### config.mk
export PLATFORM = sky130hd
export DESIGN_NAME = sadc_ctrl
export DESIGN_NICKNAME = d
export VERILOG_FILES = /design/src/design/sadc_pkg.sv /design/src/design/sadc_approx.sv /design/src/design/sadc_ctrl.sv
export SDC_FILE = /design/constraint.sdc
export NUM_CORES = 1
export LEC_CHECK = 0
export ABC_AREA = 0
export BUFFER_PORTS_ARGS = -buffer_cell sky130_fd_sc_hd__buf_2
export CAP_MARGIN = 40
export CORE_AREA = 2 2 99 139
export DETAILED_ROUTE_END_ITERATION = 8
export DIE_AREA = 0 0 101 141
export SYNTH_ARGS = -nofsm -noshare
export SYNTH_HDL_FRONTEND = slang
export SYNTH_SLANG_ARGS = --single-unit
### constraint.sdc
create_clock -name core_clk -period 7.35 [get_ports core_clk]
set_clock_uncertainty 0.1 [all_clocks]
set_input_delay 1.1025 -clock core_clk [delete_from_list [all_inputs] [get_ports core_clk]]
set_output_delay 1.1025 -clock core_clk [all_outputs]
set_load 0.02 [all_outputs]
### src/design/sadc_pkg.sv
// constants and types shared by the converter control files
package sadc_pkg;

    // register byte addresses on the cpu data bus
    localparam logic [15:0] ADDR_MODE   = 16'hff80;
    localparam logic [15:0] ADDR_CHAN   = 16'hff81;
    localparam logic [15:0] ADDR_RISE   = 16'hff48;
    localparam logic [15:0] ADDR_FALL   = 16'hff49;
    localparam logic [15:0] ADDR_RESULT = 16'hff1e;

    // values after reset
    localparam logic [7:0]  MODE_RST   = 8'h00;
    localparam logic [2:0]  CHAN_RST   = 3'h0;
    localparam logic [3:0]  EDGE_RST   = 4'h0;
    localparam logic [15:0] RESULT_RST = 16'h0000;

    // mode register field positions
    localparam int RUN_BIT   = 7;
    localparam int SRC_BIT   = 6;
    localparam int TIME_HI   = 5;
    localparam int TIME_LO   = 3;
    localparam int EDGE_RISE = 2;
    localparam int EDGE_FALL = 1;
    localparam int BOOST_BIT = 0;
    // pin edge enable position in the rising/falling enable registers
    localparam int PIN_EDGE_BIT = 3;

    // conversion geometry
    localparam int RES_BITS = 10;
    localparam int PAD_BITS = 6;
    localparam logic [RES_BITS-1:0] APPR_MSB = 10'h200;
    localparam logic [PAD_BITS-1:0] PAD_ZERO = 6'h00;
    // one conversion = two sampling steps plus one step per bit
    localparam logic [1:0] SAMPLE_STEPS = 2'h2;
    localparam int STEPS_PER_CONV = 12;

    // conversion times in core clocks, one per allowed time code
    localparam int CONV_CLK_144 = 144;
    localparam int CONV_CLK_120 = 120;
    localparam int CONV_CLK_96  = 96;
    localparam int CONV_CLK_72  = 72;
    localparam int CONV_CLK_60  = 60;
    localparam int CONV_CLK_48  = 48;

    typedef enum logic [1:0] {
        ST_IDLE,
        ST_WAIT,
        ST_SAMPLE,
        ST_CONV
    } sadc_state_t;

endpackage

### src/design/sadc_approx.sv
// successive approximation stepper: one comparator decision per step
module sadc_approx
    import sadc_pkg::*;
(
    // clock and reset
    input  wire logic                core_clk,
    input  wire logic                nrst,
    // control from the sequencer and the synchronised comparator
    input  wire logic                clear,
    input  wire logic                step,
    input  wire logic                cmp_high,
    // trial code and end of conversion
    output logic      [RES_BITS-1:0] code,
    output logic                     done
);

    logic [RES_BITS-1:0] mask;

    ////////////////////////////////////////////////////////////////////
    // msb first: keep or drop the bit under trial, then try the next
    always_ff @(posedge core_clk or negedge nrst) begin
        if (!nrst) begin
            code <= '0;
            mask <= '0;
            done <= 1'b0;
        end else if (clear) begin
            code <= APPR_MSB;
            mask <= APPR_MSB;
            done <= 1'b0;
        end else if (step && mask != '0) begin
            // decision kept, lower bit set as next trial
            code <= (cmp_high ? code : (code & ~mask)) | (mask >> 1);
            mask <= mask >> 1;
            done <= mask[0];
        end else begin
            done <= 1'b0;
        end
    end

endmodule

### src/design/sadc_ctrl.sv
// converter control: registers, start logic, sequencer and result
module sadc_ctrl
    import sadc_pkg::*;
(
    // clock and reset
    input  wire logic                core_clk,
    input  wire logic                nrst,
    // cpu register bus
    input  wire logic [15:0]         bus_addr,
    input  wire logic                bus_wr,
    input  wire logic                bus_bit_wr,
    input  wire logic [2:0]          bus_bit_pos,
    input  wire logic [7:0]          bus_wdata,
    input  wire logic                bus_rd,
    output logic      [15:0]         bus_rdata,
    output logic                     bus_rvalid,
    // trigger pin and comparator from outside
    input  wire logic                external_trigger_pin,
    input  wire logic                cmp_high,
    // analog front end control
    output logic      [2:0]          analog_sel,
    output logic                     sample_en,
    output logic                     hold_en,
    output logic      [RES_BITS-1:0] tap_code,
    output logic                     booster_enable,
    // conversion done request
    output logic                     conversion_done_irq
);

    logic [7:0]          converter_mode_reg;
    logic [2:0]          channel_select_reg;
    logic [3:0]          rising_edge_enable_reg;
    logic [3:0]          falling_edge_enable_reg;
    logic [15:0]         conversion_result_reg;
    sadc_state_t         state;
    logic [4:0]          cnt;
    logic [1:0]          sample_cnt;
    logic [2:0]          trig_sync;
    logic [1:0]          cmp_sync;
    logic [RES_BITS-1:0] appr_code;
    logic                appr_done;
    logic                wr_mode;
    logic                wr_chan;
    logic                cfg_wr;
    logic                tick;
    logic                trig_edge;
    logic                appr_clear;
    logic                appr_step;
    logic                conv_end;
    logic [7:0]          next_mode;
    logic [7:0]          next_rise;
    logic [7:0]          next_fall;

    ////////////////////////////////////////////////////////////////////
    // helpers

    // merge a byte or single-bit write into a stored byte
    function automatic logic [7:0] merge_wr(input logic [7:0] old,
                                            input logic       is_bit,
                                            input logic [2:0] pos,
                                            input logic [7:0] data);
        logic [7:0] res;
        res = data;
        if (is_bit) begin
            res = old;
            res[pos] = data[0];
        end
        return res;
    endfunction

    // clocks per step for a time code; prohibited codes take the slowest
    function automatic logic [4:0] step_len(input logic [2:0] tcode);
        int total;
        total = CONV_CLK_144;
        case (tcode)
            3'h1: total = CONV_CLK_120;
            3'h2: total = CONV_CLK_96;
            3'h4: total = CONV_CLK_72;
            3'h5: total = CONV_CLK_60;
            3'h6: total = CONV_CLK_48;
            default: total = CONV_CLK_144;
        endcase
        return 5'(total / STEPS_PER_CONV);
    endfunction

    // address decode
    function automatic logic hit(input logic [15:0] a,
                                 input logic [15:0] reg_addr);
        return a == reg_addr;
    endfunction

    ////////////////////////////////////////////////////////////////////
    // write strobes; a config write aborts any conversion
    assign wr_mode = (bus_wr | bus_bit_wr) & hit(bus_addr, ADDR_MODE);
    assign wr_chan = bus_wr & hit(bus_addr, ADDR_CHAN);
    assign cfg_wr  = wr_mode | wr_chan;
    assign next_mode = merge_wr(converter_mode_reg, bus_bit_wr,
                                bus_bit_pos, bus_wdata);

    // mode and channel registers
    always_ff @(posedge core_clk or negedge nrst) begin
        if (!nrst) begin
            converter_mode_reg <= MODE_RST;
            channel_select_reg <= CHAN_RST;
        end else begin
            if (wr_mode) begin
                converter_mode_reg <= next_mode;
            end
            if (wr_chan) begin
                channel_select_reg <= bus_wdata[2:0];
            end
        end
    end

    // merged enable bytes; upper nibble is not stored
    assign next_rise = merge_wr({4'h0, rising_edge_enable_reg}, bus_bit_wr,
                                bus_bit_pos, bus_wdata);
    assign next_fall = merge_wr({4'h0, falling_edge_enable_reg}, bus_bit_wr,
                                bus_bit_pos, bus_wdata);

    // pin edge enable registers, only the trigger pin bit matters here
    always_ff @(posedge core_clk or negedge nrst) begin
        if (!nrst) begin
            rising_edge_enable_reg  <= EDGE_RST;
            falling_edge_enable_reg <= EDGE_RST;
        end else begin
            if ((bus_wr | bus_bit_wr) & hit(bus_addr, ADDR_RISE)) begin
                rising_edge_enable_reg <= next_rise[3:0];
            end
            if ((bus_wr | bus_bit_wr) & hit(bus_addr, ADDR_FALL)) begin
                falling_edge_enable_reg <= next_fall[3:0];
            end
        end
    end

    ////////////////////////////////////////////////////////////////////
    // read port: answer one cycle after the strobe, unmapped reads zero
    always_ff @(posedge core_clk or negedge nrst) begin
        if (!nrst) begin
            bus_rdata  <= 16'h0000;
            bus_rvalid <= 1'b0;
        end else begin
            bus_rvalid <= bus_rd;
            bus_rdata  <= 16'h0000;
            if (bus_rd) begin
                case (bus_addr)
                    ADDR_MODE:   bus_rdata <= {8'h00, converter_mode_reg};
                    ADDR_CHAN:   bus_rdata <= {13'h0000, channel_select_reg};
                    ADDR_RISE:   bus_rdata <= {12'h000, rising_edge_enable_reg};
                    ADDR_FALL:   bus_rdata <= {12'h000, falling_edge_enable_reg};
                    ADDR_RESULT: bus_rdata <= conversion_result_reg;
                    default:     bus_rdata <= 16'h0000;
                endcase
            end
        end
    end

    ////////////////////////////////////////////////////////////////////
    // pin synchronisers; edge detect reads only the settled stages
    always_ff @(posedge core_clk or negedge nrst) begin
        if (!nrst) begin
            trig_sync <= 3'h0;
            cmp_sync  <= 2'h0;
        end else begin
            trig_sync <= {trig_sync[1:0], external_trigger_pin};
            cmp_sync  <= {cmp_sync[0], cmp_high};
        end
    end

    // mode edge field or pin enable bit selects the valid edge
    assign trig_edge =
        ((converter_mode_reg[EDGE_RISE] |
          rising_edge_enable_reg[PIN_EDGE_BIT]) &
         trig_sync[1] & ~trig_sync[2]) |
        ((converter_mode_reg[EDGE_FALL] |
          falling_edge_enable_reg[PIN_EDGE_BIT]) &
         ~trig_sync[1] & trig_sync[2]);

    ////////////////////////////////////////////////////////////////////
    // step divider: one-cycle enable every step_len clocks
    assign tick = (state == ST_SAMPLE || state == ST_CONV) &&
                  cnt == step_len(converter_mode_reg[TIME_HI:TIME_LO])
                         - 5'h1;

    always_ff @(posedge core_clk or negedge nrst) begin
        if (!nrst) begin
            cnt <= 5'h0;
        end else if (cfg_wr || tick || state == ST_IDLE ||
                     state == ST_WAIT) begin
            cnt <= 5'h0;
        end else begin
            cnt <= cnt + 5'h1;
        end
    end

    assign appr_clear = state == ST_SAMPLE && tick &&
                        sample_cnt == SAMPLE_STEPS - 2'h1;
    assign appr_step  = state == ST_CONV && tick && !cfg_wr;
    assign conv_end   = state == ST_CONV && appr_done && !cfg_wr;

    ////////////////////////////////////////////////////////////////////
    // sequencer; a config write always wins and restarts from idle
    always_ff @(posedge core_clk or negedge nrst) begin
        if (!nrst) begin
            state      <= ST_IDLE;
            sample_cnt <= 2'h0;
            sample_en  <= 1'b0;
            hold_en    <= 1'b0;
        end else if (cfg_wr) begin
            state     <= ST_IDLE;
            sample_en <= 1'b0;
            hold_en   <= 1'b0;
        end else begin
            case (state)
                ST_IDLE: begin
                    sample_cnt <= 2'h0;
                    if (converter_mode_reg[RUN_BIT]) begin
                        if (converter_mode_reg[SRC_BIT]) begin
                            state <= ST_WAIT;
                        end else begin
                            state     <= ST_SAMPLE;
                            sample_en <= 1'b1;
                        end
                    end
                end
                ST_WAIT: begin
                    sample_cnt <= 2'h0;
                    if (trig_edge) begin
                        state     <= ST_SAMPLE;
                        sample_en <= 1'b1;
                    end
                end
                ST_SAMPLE: begin
                    if (tick) begin
                        sample_cnt <= sample_cnt + 2'h1;
                    end
                    if (appr_clear) begin
                        state     <= ST_CONV;
                        sample_en <= 1'b0;
                        hold_en   <= 1'b1;
                    end
                end
                ST_CONV: begin
                    sample_cnt <= 2'h0;
                    if (appr_done) begin
                        hold_en <= 1'b0;
                        if (converter_mode_reg[SRC_BIT]) begin
                            state <= ST_WAIT;
                        end else begin
                            state     <= ST_SAMPLE;
                            sample_en <= 1'b1;
                        end
                    end
                end
                default: begin
                    state <= ST_IDLE;
                end
            endcase
        end
    end

    ////////////////////////////////////////////////////////////////////
    // approximation register and comparator decisions
    sadc_approx u_approx (
        .core_clk (core_clk),
        .nrst     (nrst),
        .clear    (appr_clear),
        .step     (appr_step),
        .cmp_high (cmp_sync[1]),
        .code     (appr_code),
        .done     (appr_done)
    );

    // result load and done pulse share one edge
    always_ff @(posedge core_clk or negedge nrst) begin
        if (!nrst) begin
            conversion_result_reg <= RESULT_RST;
            conversion_done_irq   <= 1'b0;
        end else begin
            conversion_done_irq <= conv_end;
            if (conv_end) begin
                // left aligned 10-bit result
                conversion_result_reg <= {appr_code, PAD_ZERO};
            end
        end
    end

    // analog side outputs; tap follows the trial code every step
    always_ff @(posedge core_clk or negedge nrst) begin
        if (!nrst) begin
            analog_sel     <= CHAN_RST;
            tap_code       <= '0;
            booster_enable <= 1'b0;
        end else begin
            analog_sel     <= channel_select_reg;
            tap_code       <= appr_code;
            booster_enable <= converter_mode_reg[BOOST_BIT];
        end
    end

    ////////////////////////////////////////////////////////////////////
    // checks
    AST_RESULT_FROM_APPR: assert property (
        @(posedge core_clk) disable iff (!nrst)
        conversion_done_irq |->
            conversion_result_reg == {$past(appr_code), PAD_ZERO})
        else $error("result does not match finished approximation");

    AST_RESULT_LOW_ZERO: assert property (
        @(posedge core_clk) disable iff (!nrst)
        conversion_result_reg[PAD_BITS-1:0] == PAD_ZERO)
        else $error("result low bits not zero");

    AST_RESULT_ONLY_AT_END: assert property (
        @(posedge core_clk) disable iff (!nrst)
        $changed(conversion_result_reg) |-> conversion_done_irq)
        else $error("result changed without done pulse");

    AST_IRQ_ONE_CYCLE: assert property (
        @(posedge core_clk) disable iff (!nrst)
        conversion_done_irq |=> !conversion_done_irq)
        else $error("done pulse longer than one cycle");

    AST_HW_STOPS: assert property (
        @(posedge core_clk) disable iff (!nrst)
        conversion_done_irq && converter_mode_reg[SRC_BIT] |->
            state == ST_WAIT)
        else $error("hardware start did not stop after conversion");

    AST_SW_REPEATS: assert property (
        @(posedge core_clk) disable iff (!nrst)
        conversion_done_irq && !converter_mode_reg[SRC_BIT] |->
            state == ST_SAMPLE && sample_en)
        else $error("software start did not repeat");

    AST_ABORT_RESTART: assert property (
        @(posedge core_clk) disable iff (!nrst)
        cfg_wr ##1 !cfg_wr && converter_mode_reg[RUN_BIT] |->
            state == ST_IDLE ##1 state != ST_IDLE)
        else $error("config write did not abort and restart");

    AST_STOPPED_STAYS: assert property (
        @(posedge core_clk) disable iff (!nrst)
        state == ST_IDLE && !converter_mode_reg[RUN_BIT] |=>
            state == ST_IDLE)
        else $error("conversion left idle while stopped");

    AST_TRIG_STARTS: assert property (
        @(posedge core_clk) disable iff (!nrst)
        state == ST_WAIT && trig_edge && !cfg_wr |=> state == ST_SAMPLE)
        else $error("trigger edge did not start conversion");

    AST_MSB_FIRST: assert property (
        @(posedge core_clk) disable iff (!nrst)
        appr_clear && !cfg_wr |=> appr_code == APPR_MSB)
        else $error("approximation did not start at msb");

    COV_HW_DONE: cover property (
        @(posedge core_clk) disable iff (!nrst)
        conversion_done_irq && converter_mode_reg[SRC_BIT]);

    COV_SW_DONE: cover property (
        @(posedge core_clk) disable iff (!nrst)
        conversion_done_irq && !converter_mode_reg[SRC_BIT]);

    COV_ABORT: cover property (
        @(posedge core_clk) disable iff (!nrst)
        state == ST_CONV && cfg_wr);

endmodule

# Word level (Yosys, flattened, before mapping)
# Cells that the tools add are included.
word_totals:
  reg_bits: 98
  input_bits: 34
op_classes:
  bitwise_logic: 19
  magnitude_cmp: 2
  div: 1
  n_mux: 39
  n_eq_ne: 20
  n_addsub: 3
  n_reduce_logical: 22
ops:
  columns: ["op", "n"]
  rows:
  - ["$eq 16x16->1 const B", 5]
  - ["$pmux 16 s5", 1]
  - ["$mux 10", 5]
  - ["$pmux 8 s5", 1]
  - ["$div 32x5->32 const B", 1]
  - ["$bwmux 8", 3]
  - ["$mux 16", 1]
  - ["$mux 2", 7]
  - ["$mux 1", 12]
  - ["$and 10x10->10", 1]
  - ["$not 10->10", 1]
  - ["$or 10x9->10", 1]
  - ["$reduce_bool 10->1", 1]
  - ["$eq 3x3->1 const B", 3]
  - ["$logic_and 1x1->1", 9]
  - ["$ne 3x3->1 const B", 3]
  - ["$and 1x1->1", 8]
  - ["$mux 4", 2]
  - ["$mux 8", 1]
  - ["$pmux 2 s4", 1]
  - ["$add 5x1->5 const B", 1]
  - ["$eq 5x5->1", 1]
  - ["$mux 5", 1]
  - ["$or 1x1->1", 5]
  - ["other kinds (24)", 31]

# Longest topological paths before layout
# Gate-level depths: netlist of run 1.
depth:
  word_depth: 11
  mapped_depth: 10
  mapped_depth_nobuf: 8

# Modules after synthesis
# From an unflattened synthesis of run 1, not the netlist that was laid out.
unflattened:
  cells_unflattened: 393
  hier_area_um2: 4367.9
by_module_without_submodules:
  columns: ["module", "n_inst", "seq_area_each_um2", "area_per_inst_um2", "cells_per_inst"]
  rows:
  - ["sadc_ctrl", 1, 1926.8, 3538.4, 310]
  - ["sadc_approx", 1, 525.5, 829.5, 83]

# Worst setup path after synthesis of run 1
# Ideal clock, no wire load.
synth_timing:
  kind: "input to register"
  startpoint: "input port bus_addr[3]"
  endpoint: "register conversion_result_reg[10]"
  path_stages: 6
  required_time_ns: 7.125
  setup_time_ns: 0.125
  path_slack_ns: 4.455
  arrival_ns: 2.671
  cell_sequence: "or4b_1 -> nor4_4 -> nand2_2 -> nand3_2 -> buf_4 -> mux2_2"
synth_via:
  elab_chain_len: 5
  word_cells_on_any_way: 7
  cone_classes: "2 x eq/ne; 3 x bitwise; 2 x reduce/logical"
synth_rtl:
  columns: ["item", "line_no", "text"]
  rows:
  - ["start, declared", "sadc_ctrl.sv:9", "input wire logic [15:0] bus_addr,"]
  - ["$eq 16x16->1", "sadc_ctrl.sv:89", "return a == reg_addr;"]
  - ["$and 1x1->1, on equally long branches", "sadc_ctrl.sv:94, sadc_ctrl.sv:95", null]
  - ["$or 1x1->1 *", "sadc_ctrl.sv:96", "assign cfg_wr = wr_mode | wr_chan;"]
  - ["$logic_not 1->1 *", "sadc_ctrl.sv:199", "assign conv_end = state == ST_CONV && appr_done && !cfg_wr;"]
  - ["$logic_and 1x1->1 *", "sadc_ctrl.sv:199", null]
  - ["end signal, assigned", "sadc_ctrl.sv:283", "conversion_result_reg <= {appr_code, PAD_ZERO};"]
  - ["end, declared", "sadc_ctrl.sv:34", "logic [15:0] conversion_result_reg;"]
# Every way passes the cells marked *; elsewhere a longest branch is shown, timed or not.
# A chain may end at the register's enable or synchronous reset.

# Worst setup path in the final report of run 1
layout_timing:
  startpoint: "input port bus_addr[6]"
  endpoint: "register conversion_result_reg[11]"
# Same word-level chain as after synthesis.

==> results of run 1 <==
[stage by stage]
step / hold slack, ns / power, W / utilization (%) / cell area (µm²)
after detailed placement: 0.244 / 0.000817 / 37.4 / 4910
after global placement: 0.234 / 0.000806 / 37.3 / 4900
after floorplan: 0.231 / 0.000749 / - / 4450
final: 0.255 / 0.00125 / 39.5 / 5190
after CTS: 0.259 / 0.00126 / 39.5 / 5190
after global routing: 0.276 / 0.00132 / 39.5 / 5190
[metal layers]
layer	vias to the layer above	GRT usage [%]	part of all wire (%)
li1	1546	-	-
met1	1614	19.1	43
met2	78	25.9	51
met3	13	2.58	3.7
met4	0	6.19	1.8
met5	-	0	0
[Yosys cell counts, types with 10 or more instances]
cell,number
nor2_1,25
dfrtp_1,98
nor2b_1,13
inv_1,18
o21ai_0,11
nand2_1,17
a32o_1,12
and3_1,11
mux2_2,24
clkbuf_1,11
nand4_1,15
a22o_1,10
[cell families (layout without fill, tap and decap cells)]
logic type               after synthesis  count (layout)
AO/OA/AOI/OAI                         80              80
XOR/XNOR                               8               8
adder cells (fa/ha/maj)                7               7
buffers and inverters                 38             106
flip-flops                            98              98
multiplexers                          26              26
AND/OR/NAND/NOR                      129             129
[cell usage in the layout, fill, tap and decap left out, drive strengths merged, types with 5 or more instances in the layout]
cell,instances
and2,7
and3,11
nor2b,13
nor3,5
a21boi,6
a32o,12
nor4,7
nand3,9
nand4,15
a22o,10
buf,72
inv,19
nand2,18
dfrtp,98
a31oi,6
o21ai,11
ha,7
a21oi,6
nor2,25
clkbuf,10
mux2,24
[worst paths after layout]
path                                             end                   from
min in group asynchronous              bus_rdata[15]                   nrst
setup reg to reg                    u_approx.code[1]  converter_mode_reg[5]
hold / removal                          trig_sync[1]           trig_sync[0]
setup / recovery           conversion_result_reg[11]            bus_addr[6]
hold reg to reg                         trig_sync[1]           trig_sync[0]
max in group asynchronous                     cnt[0]                   nrst
[report_power, final]
group          internal (W)  switching, W
clock              0.000239      0.000208
sequential         0.000564     0.0000301
combinational     0.0000821      0.000131
[final cells by class]
class | instances | area share [%]
Multi-Input combinational cell | 250 | 35.2
Clock inverter | 6 | 0.795
Tap cell | 156 | 3.76
Sequential cell | 98 | 47.2
Timing Repair Buffer | 72 | 7.13
Inverter | 18 | 1.30
Clock buffer | 10 | 4.60
[critical path, cell delays in order]
cell and delay (ns):
buf_2 0.14, or4b_1 0.52, nor4_4 0.58, nand2_2 0.29, nand3_2 0.33, mux2_2 0.38
==> impl_metrics.sql, run 1 <==
INSERT INTO impl_metrics (metric_group, metric, value, unit) VALUES
('run_status', 'run_status', 'finished clean', ''),
('global_routing', 'initial_antenna_violation_count', '0', ''),
('sta', 'period_minus_slack', '3.22', 'ns'),
('routing', 'drc', '0', ''),
('routing', 'viasPerCell', '5.33', ''),
('critical_path', 'critPathLaunchType', 'input port', ''),
('synth', 'synthesis.instances', '386', ''),
('clock_network', 'post_cts_resized', '0', ''),
('clock_network', 'cts_num_sinks', '98', ''),
('critical_path', 'critical_path_required', '7.48', 'ns'),
('critical_path', 'setup.worst_path.class', 'in -> reg', ''),
('synth', 'synthMuxAreaShare', '6.52', '%'),
('synth', 'cell_area_after_synthesis', '4450', 'µm²'),
('layout', 'final_layout_size_suffix_gt1_share', '27.3', '%'),
('sta', 'report.final.setup_viol', '0', ''),
('global_routing', 'grt_overflow_total', '0', ''),
('routing', 'dr.pass1.iters', '5', ''),
('clock_network', 'cts_tree', 'built', ''),
('power_and_ir_drop', 'vdd_drop_max', '0.000126', 'V'),
('hold_path', 'min-delay-path-class', 'reg -> reg', ''),
('sta', 'maximum_clock_rate', '310', 'MHz'),
('clock_network', 'h-tree-depth', '3', ''),
('floorplan', 'std_cell_rows', '50', ''),
('global_routing', 'first_pass_grt_wire_length', '17200', 'µm'),
('sta', 'post-route-period-util', '43.9', '%'),
('synth', 'synth_compound_gate_area_share', '14.0', '%'),
('critical_path', 'critPathCaptureType', 'register', ''),
('sta', 'rsz0062_at_grt', 'false', ''),
('synth', 'yosysUniqueCellTypes', '56', ''),
('global_routing', 'globalRouteTotalUtil', '15.3', '%'),
('global_routing', 'grt_pass1_vias', '3427', ''),
('critical_path', 'worstPathArrival', '3.35', 'ns'),
('synth', 'synth_edf_count', '0', ''),
('synth', 'yosys_top_cell_by_area', 'dfrtp_1', ''),
('critical_path', 'reg2reg_slack', '4.58', 'ns'),
('sta', 'final_hold_viol_count', '0', ''),
('sta', 'timing_max_transition_violations_final', '0', ''),
('clock_network', 'number_of_post_cts_setup_repair_buffers', '0', ''),
('synth', 'synth-main-ff-cell', 'dfrtp_1', ''),
('placed_design', 'dp_hpwl', '7220', 'µm'),
('floorplan', 'fp.dieArea', '14200', 'µm²'),
('clock_network', 'clk_path_buf_depth', '2', ''),
('synth', 'synth_simple_gate_area_share', '16.9', '%'),
('placed_design', 'globalplace.congestion', '0.801', ''),
('routing', 'postRouteAntennaNets', '0', ''),
('sta', 'relSlewSlack', '42.6', '%'),
('clock_network', 'clk-insertion-delay-late', '0.35', 'ns'),
('layout', 'largest_register_ff_count', '16', ''),
('clock_network', 'tritoncts.num_buffers', '9', ''),
('power_and_ir_drop', 'power_leakage', '2.54', 'nW'),
('layout', 'final-seq-area', '2450', 'µm²'),
('clock_network', 'cts.clk_slew.worst_paths', '0.07', 'ns'),
('job', 'number_of_max_cap_violations', '0', ''),
('global_routing', 'grt_max_degree', '68', ''),
('layout', 'antenna_diode_count', '0', ''),
('floorplan', 'floorplan.io_pins', '68', ''),
('placed_design', 'placement.setup.worst_slack', '3.73', 'ns'),
('clock_network', 'clk_tree_root_cell', 'clkbuf_16', ''),
('synth', 'postSynthAreaPerCell', '11.5', 'µm²'),
('synth', 'yosys_register_bits', '98', ''),
('floorplan', 'initial_cell_density_of_the_core', '33.9', '%'),
('routing', 'vias_post_dr', '3251', ''),
('synth', 'synth-warning-count', '0', ''),
('critical_path', 'critical_path.max_fanout', '13', ''),
('placed_design', 'io_buffers', '67', ''),
('sta', 'fin_ws', '4.13', 'ns'),
('synth', 'synthesis.nets', '427', ''),
('synth', 'area_share_of_fa_ha_maj_cells_after_synthesis', '1.97', '%'),
('sta', 'timing.setup.tns', '0', 'ns'),
('sta', 'slew_at_the_pin_with_the_worst_max_slew_slack', '0.861', 'ns'),
('power_and_ir_drop', 'power.density', '241', 'nW/µm²');
(Power assumes the default switching activity.)
==> run 2, diff against run 1 <==
- ABC_AREA: 0 -> 1
- CORE_AREA: 2 2 99 139 -> 2 2 101 142
- DIE_AREA: 0 0 101 141 -> 0 0 103 144
- clock period: 7.35 -> 3 ns (I/O delays scaled with it)
==> run 2 against run 1 <==
Wire length shrank 4.4%. Final area grew 6.2%. Combinational power grew to 4.6 times the previous value. Clock power grew to 2.5 times the previous value. Register-to-register slack lost 4.1 ns.
==> impl_metrics.sql, run 2 <==
INSERT INTO impl_metrics (metric_group, metric, value, unit) VALUES
('routing', 'postRouteAntennaNets', '0', ''),
('layout', 'max_flop_register', 'bus_rdata', ''),
('synth', 'synth.most_common_cell', 'nand2_1', ''),
('global_routing', 'grt_max_degree', '60', ''),
('critical_path', 'critical_path_required', '3.14', 'ns'),
('hold_path', 'min-delay-path-class', 'in -> reg', ''),
('floorplan', 'fp.dieArea', '14800', 'µm²'),
('power_and_ir_drop', 'power.density', '688', 'nW/µm²'),
('floorplan', 'chipHeight', '144', 'µm'),
('placed_design', 'dp_hpwl', '7430', 'µm'),
('critical_path', 'worstRegToRegCells', '18', ''),
('layout', 'final_layout_size_suffix_gt1_share', '21.1', '%'),
('clock_network', 'number_of_post_cts_setup_repair_buffers', '0', ''),
('critical_path', 'launching_element_of_the_worst_setup_path', 'converter_mode_reg[4]', ''),
('clock_network', 'clk_tree_root_cell', 'clkbuf_16', ''),
('hold_path', 'hold_path_endpoint', 'cmp_sync[0]', ''),
('routing', 'wl_per_cell', '12.0', 'µm'),
('power_and_ir_drop', 'p_clk_share', '29.8', '%'),
('sta', 'rsz0062_at_grt', 'false', ''),
('layout', 'fin_nets', '656', ''),
('layout', 'final_design_area_no_fill', '5520', 'µm²'),
('floorplan', 'floorplan.io_pins', '68', ''),
('layout', 'mostFrequentLayoutCell', 'nand2_1', ''),
('sta', 'timing_max_transition_violations_final', '0', ''),
('sta', 'period_minus_slack', '2.55', 'ns'),
('power_and_ir_drop', 'vdd_drop_max', '0.000247', 'V'),
('synth', 'yosys_top_cell_by_area', 'dfrtp_1', ''),
('sta', 'maximum_clock_rate', '392', 'MHz'),
('routing', 'detail_route.iter0.violations', '232', ''),
('clock_network', 'clk_path_buf_depth', '2', ''),
('critical_path', 'setup.worst_path.class', 'reg -> reg', ''),
('clock_network', 'cts_tree', 'built', ''),
('synth', 'synth-main-ff-cell', 'dfrtp_1', ''),
('synth', 'synth_commonest_cells', '143 x nand2_1, 98 x dfrtp_1, 70 x inv_1', ''),
('synth', 'synth-warning-count', '0', ''),
('hold_path', 'timing.hold.worst.start', 'cmp_high', ''),
('routing', 'routed_wirelength', '9670', 'µm'),
('clock_network', 'cts_num_sinks', '98', ''),
('synth', 'sequential_to_total_area_share_from_yosys_stat', '52.5', '%'),
('synth', 'yosysUniqueCellTypes', '38', ''),
('synth', 'cell_area_after_synthesis', '4670', 'µm²'),
('clock_network', 'tritoncts.num_buffers', '9', ''),
('routing', 'viasPerCell', '4.49', ''),
('floorplan', 'dieWidth', '103', 'µm'),
('placed_design', 'globalplace.congestion', '0.828', ''),
('synth', 'synth_top_cell_area_share', '52.5', '%'),
('power_and_ir_drop', 'switching_share', '34.0', '%'),
('critical_path', 'critical_path.n_buffers_inverters', '5', ''),
('critical_path', 'reg2reg_slack', '0.45', 'ns'),
('critical_path', 'critPathCaptureType', 'register', ''),
('routing', 'dr.pass1.iters', '4', ''),
('global_routing', 'grt_pass1_vias', '3539', ''),
('critical_path', 'crit_path_cell_trace', 'inv_2, nand2_2, nor2_4, inv_2, nand2_1, ha_1, nand2_1, inv_1, nor3_1, nand2_1, nor2_4, nand2_4, nor2_4, nand2_4, inv_2, nand2_1, nand2_1, inv_1', ''),
('sta', 'report.final.setup_viol', '0', ''),
('job', 'number_of_max_cap_violations', '0', ''),
('global_routing', 'initial_antenna_violation_count', '0', ''),
('sta', 'slew_at_the_pin_with_the_worst_max_slew_slack', '0.619', 'ns'),
('global_routing', 'globalRouteTotalUtil', '14.1', '%'),
('critical_path', 'critical_path.max_fanout', '20', ''),
('sta', 'timing.setup.tns', '0', 'ns'),
('power_and_ir_drop', 'power.sequential.fraction', '44.6', '%'),
('global_routing', 'first_pass_grt_wire_length', '16400', 'µm'),
('floorplan', 'std_cell_rows', '51', ''),
('sta', 'fin_ws', '0.448', 'ns'),
('synth', 'synthesis.nets', '584', ''),
('critical_path', 'crit_path_max_incr_delay', '0.40', 'ns'),
('run_status', 'run_status', 'finished clean', ''),
('clock_network', 'cts.clk_slew.worst_paths', '0.07', 'ns'),
('clock_network', 'post_cts_resized', '0', ''),
('synth', 'postSynthAreaPerCell', '8.60', 'µm²'),
('placed_design', 'io_buffers', '67', ''),
('layout', 'largest_register_ff_count', '16', ''),
('layout', 'syn_to_final_growth', '18.1', '%'),
('sta', 'hold_ws', '0.105', 'ns'),
('routing', 'vias_post_dr', '3617', ''),
('global_routing', 'grt_overflow_total', '0', ''),
('clock_network', 'h-tree-depth', '3', ''),
('critical_path', 'crit-reg2reg-launch', 'converter_mode_reg[4]', ''),
('sta', 'relSlewSlack', '58.6', '%'),
('critical_path', 'crit-reg2reg-capture', 'u_approx.mask[4]', ''),
('synth', 'synth_edf_count', '0', ''),
('layout', 'antenna_diode_count', '0', ''),
('synth', 'synthTopCellsByArea', 'dfrtp_1 52%, nand2_1 11%, inv_1 5.6%', ''),
('placed_design', 'placement.setup.worst_slack', '0.438', 'ns'),
('power_and_ir_drop', 'power_leakage', '2.86', 'nW'),
('sta', 'post-route-period-util', '85.1', '%'),
('critical_path', 'worstPathArrival', '2.70', 'ns'),
('power_and_ir_drop', 'internal_power', '0.00250', 'W'),
('critical_path', 'worst_path_max_delay_cell', 'dfrtp_1', ''),
('critical_path', 'worst_path_most_repeated_cell', 'nand2_1', ''),
('floorplan', 'design.core.area', '13700', 'µm²'),
('layout', 'layout.cells.most_common_list', '143 x nand2_1, 98 x dfrtp_1, 70 x inv_1', ''),
('critical_path', 'worst_path_dominant_cell_family', 'simple AND/OR/NAND/NOR gates', ''),
('hold_path', 'timing.hold.worst_path_depth', '1', ''),
('clock_network', 'clk-insertion-delay-late', '0.35', 'ns'),
('floorplan', 'initial_cell_density_of_the_core', '34.2', '%'),
('synth', 'yosys_register_bits', '98', ''),
('synth', 'ys_async_sr_fraction', '100', '%'),
('clock_network', 'cts.hold.buffers_added', '1', ''),
('placed_design', 'placedInstanceArea', '5210', 'µm²'),
('critical_path', 'critPathLaunchType', 'register', ''),
('sta', 'final_hold_viol_count', '0', ''),
('power_and_ir_drop', 'pwr-share-comb', '25.6', '%'),
('routing', 'drc', '0', ''),
('power_and_ir_drop', 'netSwitchingPower', '0.00129', 'W'),
('synth', 'synthesis.instances', '543', '');
==> run 2: cell types whose count changed in the layout (fill, tap and decap cells not counted), sizes merged, moves of 10 or more <==
| cell | delta |
|---|---|
| nand2 | +133 |
| inv | +64 |
| o21ai | +47 |
| nor2 | +30 |
| mux2 | -23 |
| nand3 | +19 |
| nor2b | -13 |
| a32o | -12 |
| and3 | -11 |
| nor3 | +10 |
==> run 2: worst max path at each step <==
stage / endpoint / slack (ns) / cells past startpoint
finish: u_approx.mask[4] / 0.45 / 18
global route: u_approx.mask[0] / 0.12 / 18
CTS: u_approx.mask[3] / 0.42 / 18
detailed placement: u_approx.mask[3] / 0.44 / 18
global placement: sample_en / 0.51 / 17
floorplan: u_approx.mask[0] / 0.84 / 19
==> run 2: final cells by class <==
type / count / area (µm²)
Tap cell: 185 / 231
Clock buffer: 10 / 239
Clock inverter: 6 / 57.6
Fill cell: 1396 / 8140
Inverter: 82 / 308
Timing Repair Buffer: 71 / 390
Multi-Input combinational cell: 353 / 1840
Sequential cell: 98 / 2450
==> run 2: stage by stage <==
step                      util, %  power [W]  cells
final                        40.4    0.00379    805
after global routing         40.4    0.00406    805
after CTS                    40.4    0.00384    805
after detailed placement     38.1    0.00270    788
after global placement       37.9    0.00267    787
after floorplan                 -    0.00241    543
==> run 2: kinds of logic (layout without fill, tap and decap cells) <==
kind of cell	count (synthesis)	count (layout)	share of synthesized area, %
AND/OR/NAND/NOR	262	262	26.2
flip-flops	98	98	52.5
buffers and inverters	92	169	8.20
AO/OA/AOI/OAI	76	76	9.64
adder cells (fa/ha/maj)	7	7	1.87
XOR/XNOR	5	5	0.938
multiplexers	3	3	0.670
==> run 2: layer usage <==
| layer | global-route usage, % | wire, µm | vias to the layer above |
|---|---|---|---|
| met5 | 0 | 0 | - |
| met2 | 23.6 | 4850 | 66 |
| li1 | - | - | 1867 |
| met4 | 5.96 | 235 | 0 |
| met3 | 2.90 | 410 | 10 |
| met1 | 17.4 | 4170 | 1674 |
==> run 2: power by group through the flow <==
stage                     Clock (W)  Combinational (W)  Sequential (W)
after CTS                   0.00116           0.000986         0.00170
after global placement            0           0.000957         0.00172
after global routing        0.00122            0.00111         0.00173
after floorplan                   0           0.000643         0.00177
final                       0.00113           0.000971         0.00169
after detailed placement          0           0.000977         0.00172
==> run 3, diff against run 2 <==
- REMOVE_ABC_BUFFERS: not set -> 1
- clock period: 3 -> 3.1 ns (I/O delays scaled with it)
==> run 3 against run 2 <==
Sequential power decreased by 2%. Total power decreased by 1.5%. Setup slack improved by 0.12 ns. Wire length increased by 3.7%. Sequential share of layout area increased by 0.17 points. Die area unchanged.
==> impl_metrics.sql, run 3 (synthesized netlist as in run 2, its figures left out) <==
INSERT INTO impl_metrics (metric_group, metric, value, unit) VALUES
('floorplan', 'std_cell_rows', '51', ''),
('global_routing', 'globalRouteMet1Util', '17.6', '%'),
('routing', 'wl_per_cell', '12.5', 'µm'),
('clock_network', 'cts_num_sinks', '98', ''),
('routing', 'detail_route.iter0.violations', '162', ''),
('routing', 'postRouteAntennaNets', '0', ''),
('sta', 'post-route-period-util', '81.8', '%'),
('floorplan', 'dieWidth', '103', 'µm'),
('routing', 'viasPerCell', '4.56', ''),
('routing', 'drc', '0', ''),
('clock_network', 'h-tree-depth', '3', ''),
('floorplan', 'floorplan.io_pins', '68', ''),
('sta', 'timing.setup.tns', '0', 'ns'),
('global_routing', 'grt_overflow_total', '0', ''),
('floorplan', 'chipHeight', '144', 'µm'),
('critical_path', 'critical_path_required', '3.27', 'ns'),
('clock_network', 'clk-insertion-delay-late', '0.34', 'ns'),
('layout', 'fin_nets', '653', ''),
('clock_network', 'clk_path_buf_depth', '2', ''),
('layout', 'layout.cells.most_common_list', '143 x nand2_1, 98 x dfrtp_1, 70 x inv_1', ''),
('floorplan', 'initial_cell_density_of_the_core', '34.2', '%'),
('sta', 'final_hold_viol_count', '0', ''),
('routing', 'vias_post_dr', '3661', ''),
('sta', 'period_minus_slack', '2.54', 'ns'),
('layout', 'max_flop_register', 'bus_rdata', ''),
('sta', 'maximum_clock_rate', '394', 'MHz'),
('placed_design', 'dp_hpwl', '7540', 'µm'),
('global_routing', 'globalRouteTotalUtil', '14.5', '%'),
('critical_path', 'worstPathArrival', '2.71', 'ns'),
('critical_path', 'critical_path.max_fanout', '20', ''),
('sta', 'relSlewSlack', '55.0', '%'),
('global_routing', 'grt_busiest_layer', 'met2', ''),
('global_routing', 'grt_pass1_vias', '3717', ''),
('layout', 'final_layout_size_suffix_gt1_share', '20.9', '%'),
('sta', 'rsz0062_at_grt', 'false', ''),
('critical_path', 'critPathLaunchType', 'register', ''),
('power_and_ir_drop', 'power.density', '680', 'nW/µm²'),
('clock_network', 'cts.hold.buffers_added', '0', ''),
('global_routing', 'gr-usage-met2', '25.2', '%'),
('layout', 'mostFrequentLayoutCell', 'nand2_1', ''),
('hold_path', 'min-delay-path-class', 'in -> async', ''),
('power_and_ir_drop', 'vdd_drop_max', '0.000274', 'V'),
('run_status', 'run_status', 'finished clean', ''),
('layout', 'largest_register_ff_count', '16', ''),
('global_routing', 'grt_max_degree', '54', ''),
('critical_path', 'setup.worst_path.class', 'reg -> reg', ''),
('placed_design', 'globalplace.congestion', '0.865', ''),
('sta', 'timing_max_transition_violations_final', '0', ''),
('global_routing', 'first_pass_grt_wire_length', '17000', 'µm'),
('clock_network', 'cts.clk_slew.worst_paths', '0.07', 'ns'),
('routing', 'dr.pass1.iters', '5', ''),
('global_routing', 'global_route.usage.met3', '2.75', '%'),
('power_and_ir_drop', 'power_leakage', '2.84', 'nW'),
('sta', 'report.final.setup_viol', '0', ''),
('floorplan', 'design.core.area', '13700', 'µm²'),
('placed_design', 'io_buffers', '67', ''),
('routing', 'routed_wirelength', '10000', 'µm'),
('sta', 'hold_ws', '0.0587', 'ns'),
('sta', 'slew_at_the_pin_with_the_worst_max_slew_slack', '0.676', 'ns'),
('layout', 'syn_to_final_growth', '17.6', '%'),
('clock_network', 'number_of_post_cts_setup_repair_buffers', '0', ''),
('clock_network', 'cts_tree', 'built', ''),
('layout', 'antenna_diode_count', '0', ''),
('job', 'number_of_max_cap_violations', '0', ''),
('clock_network', 'clk_tree_root_cell', 'clkbuf_16', ''),
('floorplan', 'fp.dieArea', '14800', 'µm²'),
('clock_network', 'tritoncts.num_buffers', '9', ''),
('global_routing', 'initial_antenna_violation_count', '0', ''),
('critical_path', 'critPathCaptureType', 'register', ''),
('clock_network', 'post_cts_resized', '0', '');
==> run 3: cell count changes in the layout (fill, tap and decap cells not counted) <==
| cell | delta |
|---|---|
| inv_6 | +1 |
| clkbuf_8 | -1 |
| clkinv_4 | -3 |
| dlygate4sd3_1 | -1 |
| buf_12 | +1 |
| buf_16 | -1 |
| bufinv_16 | +1 |
| clkinvlp_4 | +1 |
| clkinv_2 | +1 |
| buf_4 | -2 |
==> run 3: final timing paths <==
kind	start	end	slack, ns	cells after the start
min	nrst	cmp_sync[1]	0.06	1
max	converter_mode_reg[4]	u_approx.code[2]	0.56	17
min reg2reg	trig_sync[0]	trig_sync[1]	0.25	0
max reg2reg	converter_mode_reg[4]	u_approx.code[2]	0.56	17
max in group asynchronous	nrst	booster_enable	2.15	2
min in group core_clk	cmp_high	cmp_sync[0]	0.12	1
==> run 3: layout make-up <==
class,count,area [µm²]
clock buffer,9,225
fill,1396,8160
tap,185,231
multi-input combinational,353,1840
clock inverter,7,82.6
sequential,98,2450
inverter,82,308
timing repair buffer,68,358
==> run 3: power by group <==
part           internal (W)  switching, W
registers           0.00150      0.000150
logic              0.000336      0.000600
clock network      0.000642      0.000509
total               0.00248       0.00126
==> run 3: metrics by stage <==
stage                     instances  utilization [%]  setup slack [ns]  total power [W]  cell area, µm²
after floorplan                 533                -             0.820          0.00232            4600
final                           802             40.2             0.564          0.00374            5490
after global placement          786             38.0             0.626          0.00259            5190
after global routing            802             40.2             0.274          0.00399            5490
after detailed placement        786             38.0             0.542          0.00262            5190
after CTS                       802             40.2             0.539          0.00378            5490
==> run 3: metal layers <==
metal / up-vias / part of all wire [%]
met5: - / 0
met4: 0 / 2.3
met3: 14 / 4.1
met2: 62 / 51
met1: 1728 / 43
li1: 1857 / -
==> run 3: worst max-delay path, stage by stage (launching register included) <==
cell and delay [ns]:
dfrtp_1 0.41, inv_2 0.10, nand2_2 0.08, nor2_4 0.10, inv_2 0.06, nand2_1 0.06, ha_1 0.24, nand2_1 0.06
inv_1 0.03, nor3_1 0.12, nand2_1 0.10, nor2_4 0.16, nand2_4 0.08, nor2_4 0.12, nand2_4 0.13, inv_2 0.28
nand3_1 0.15, o21ai_2 0.08
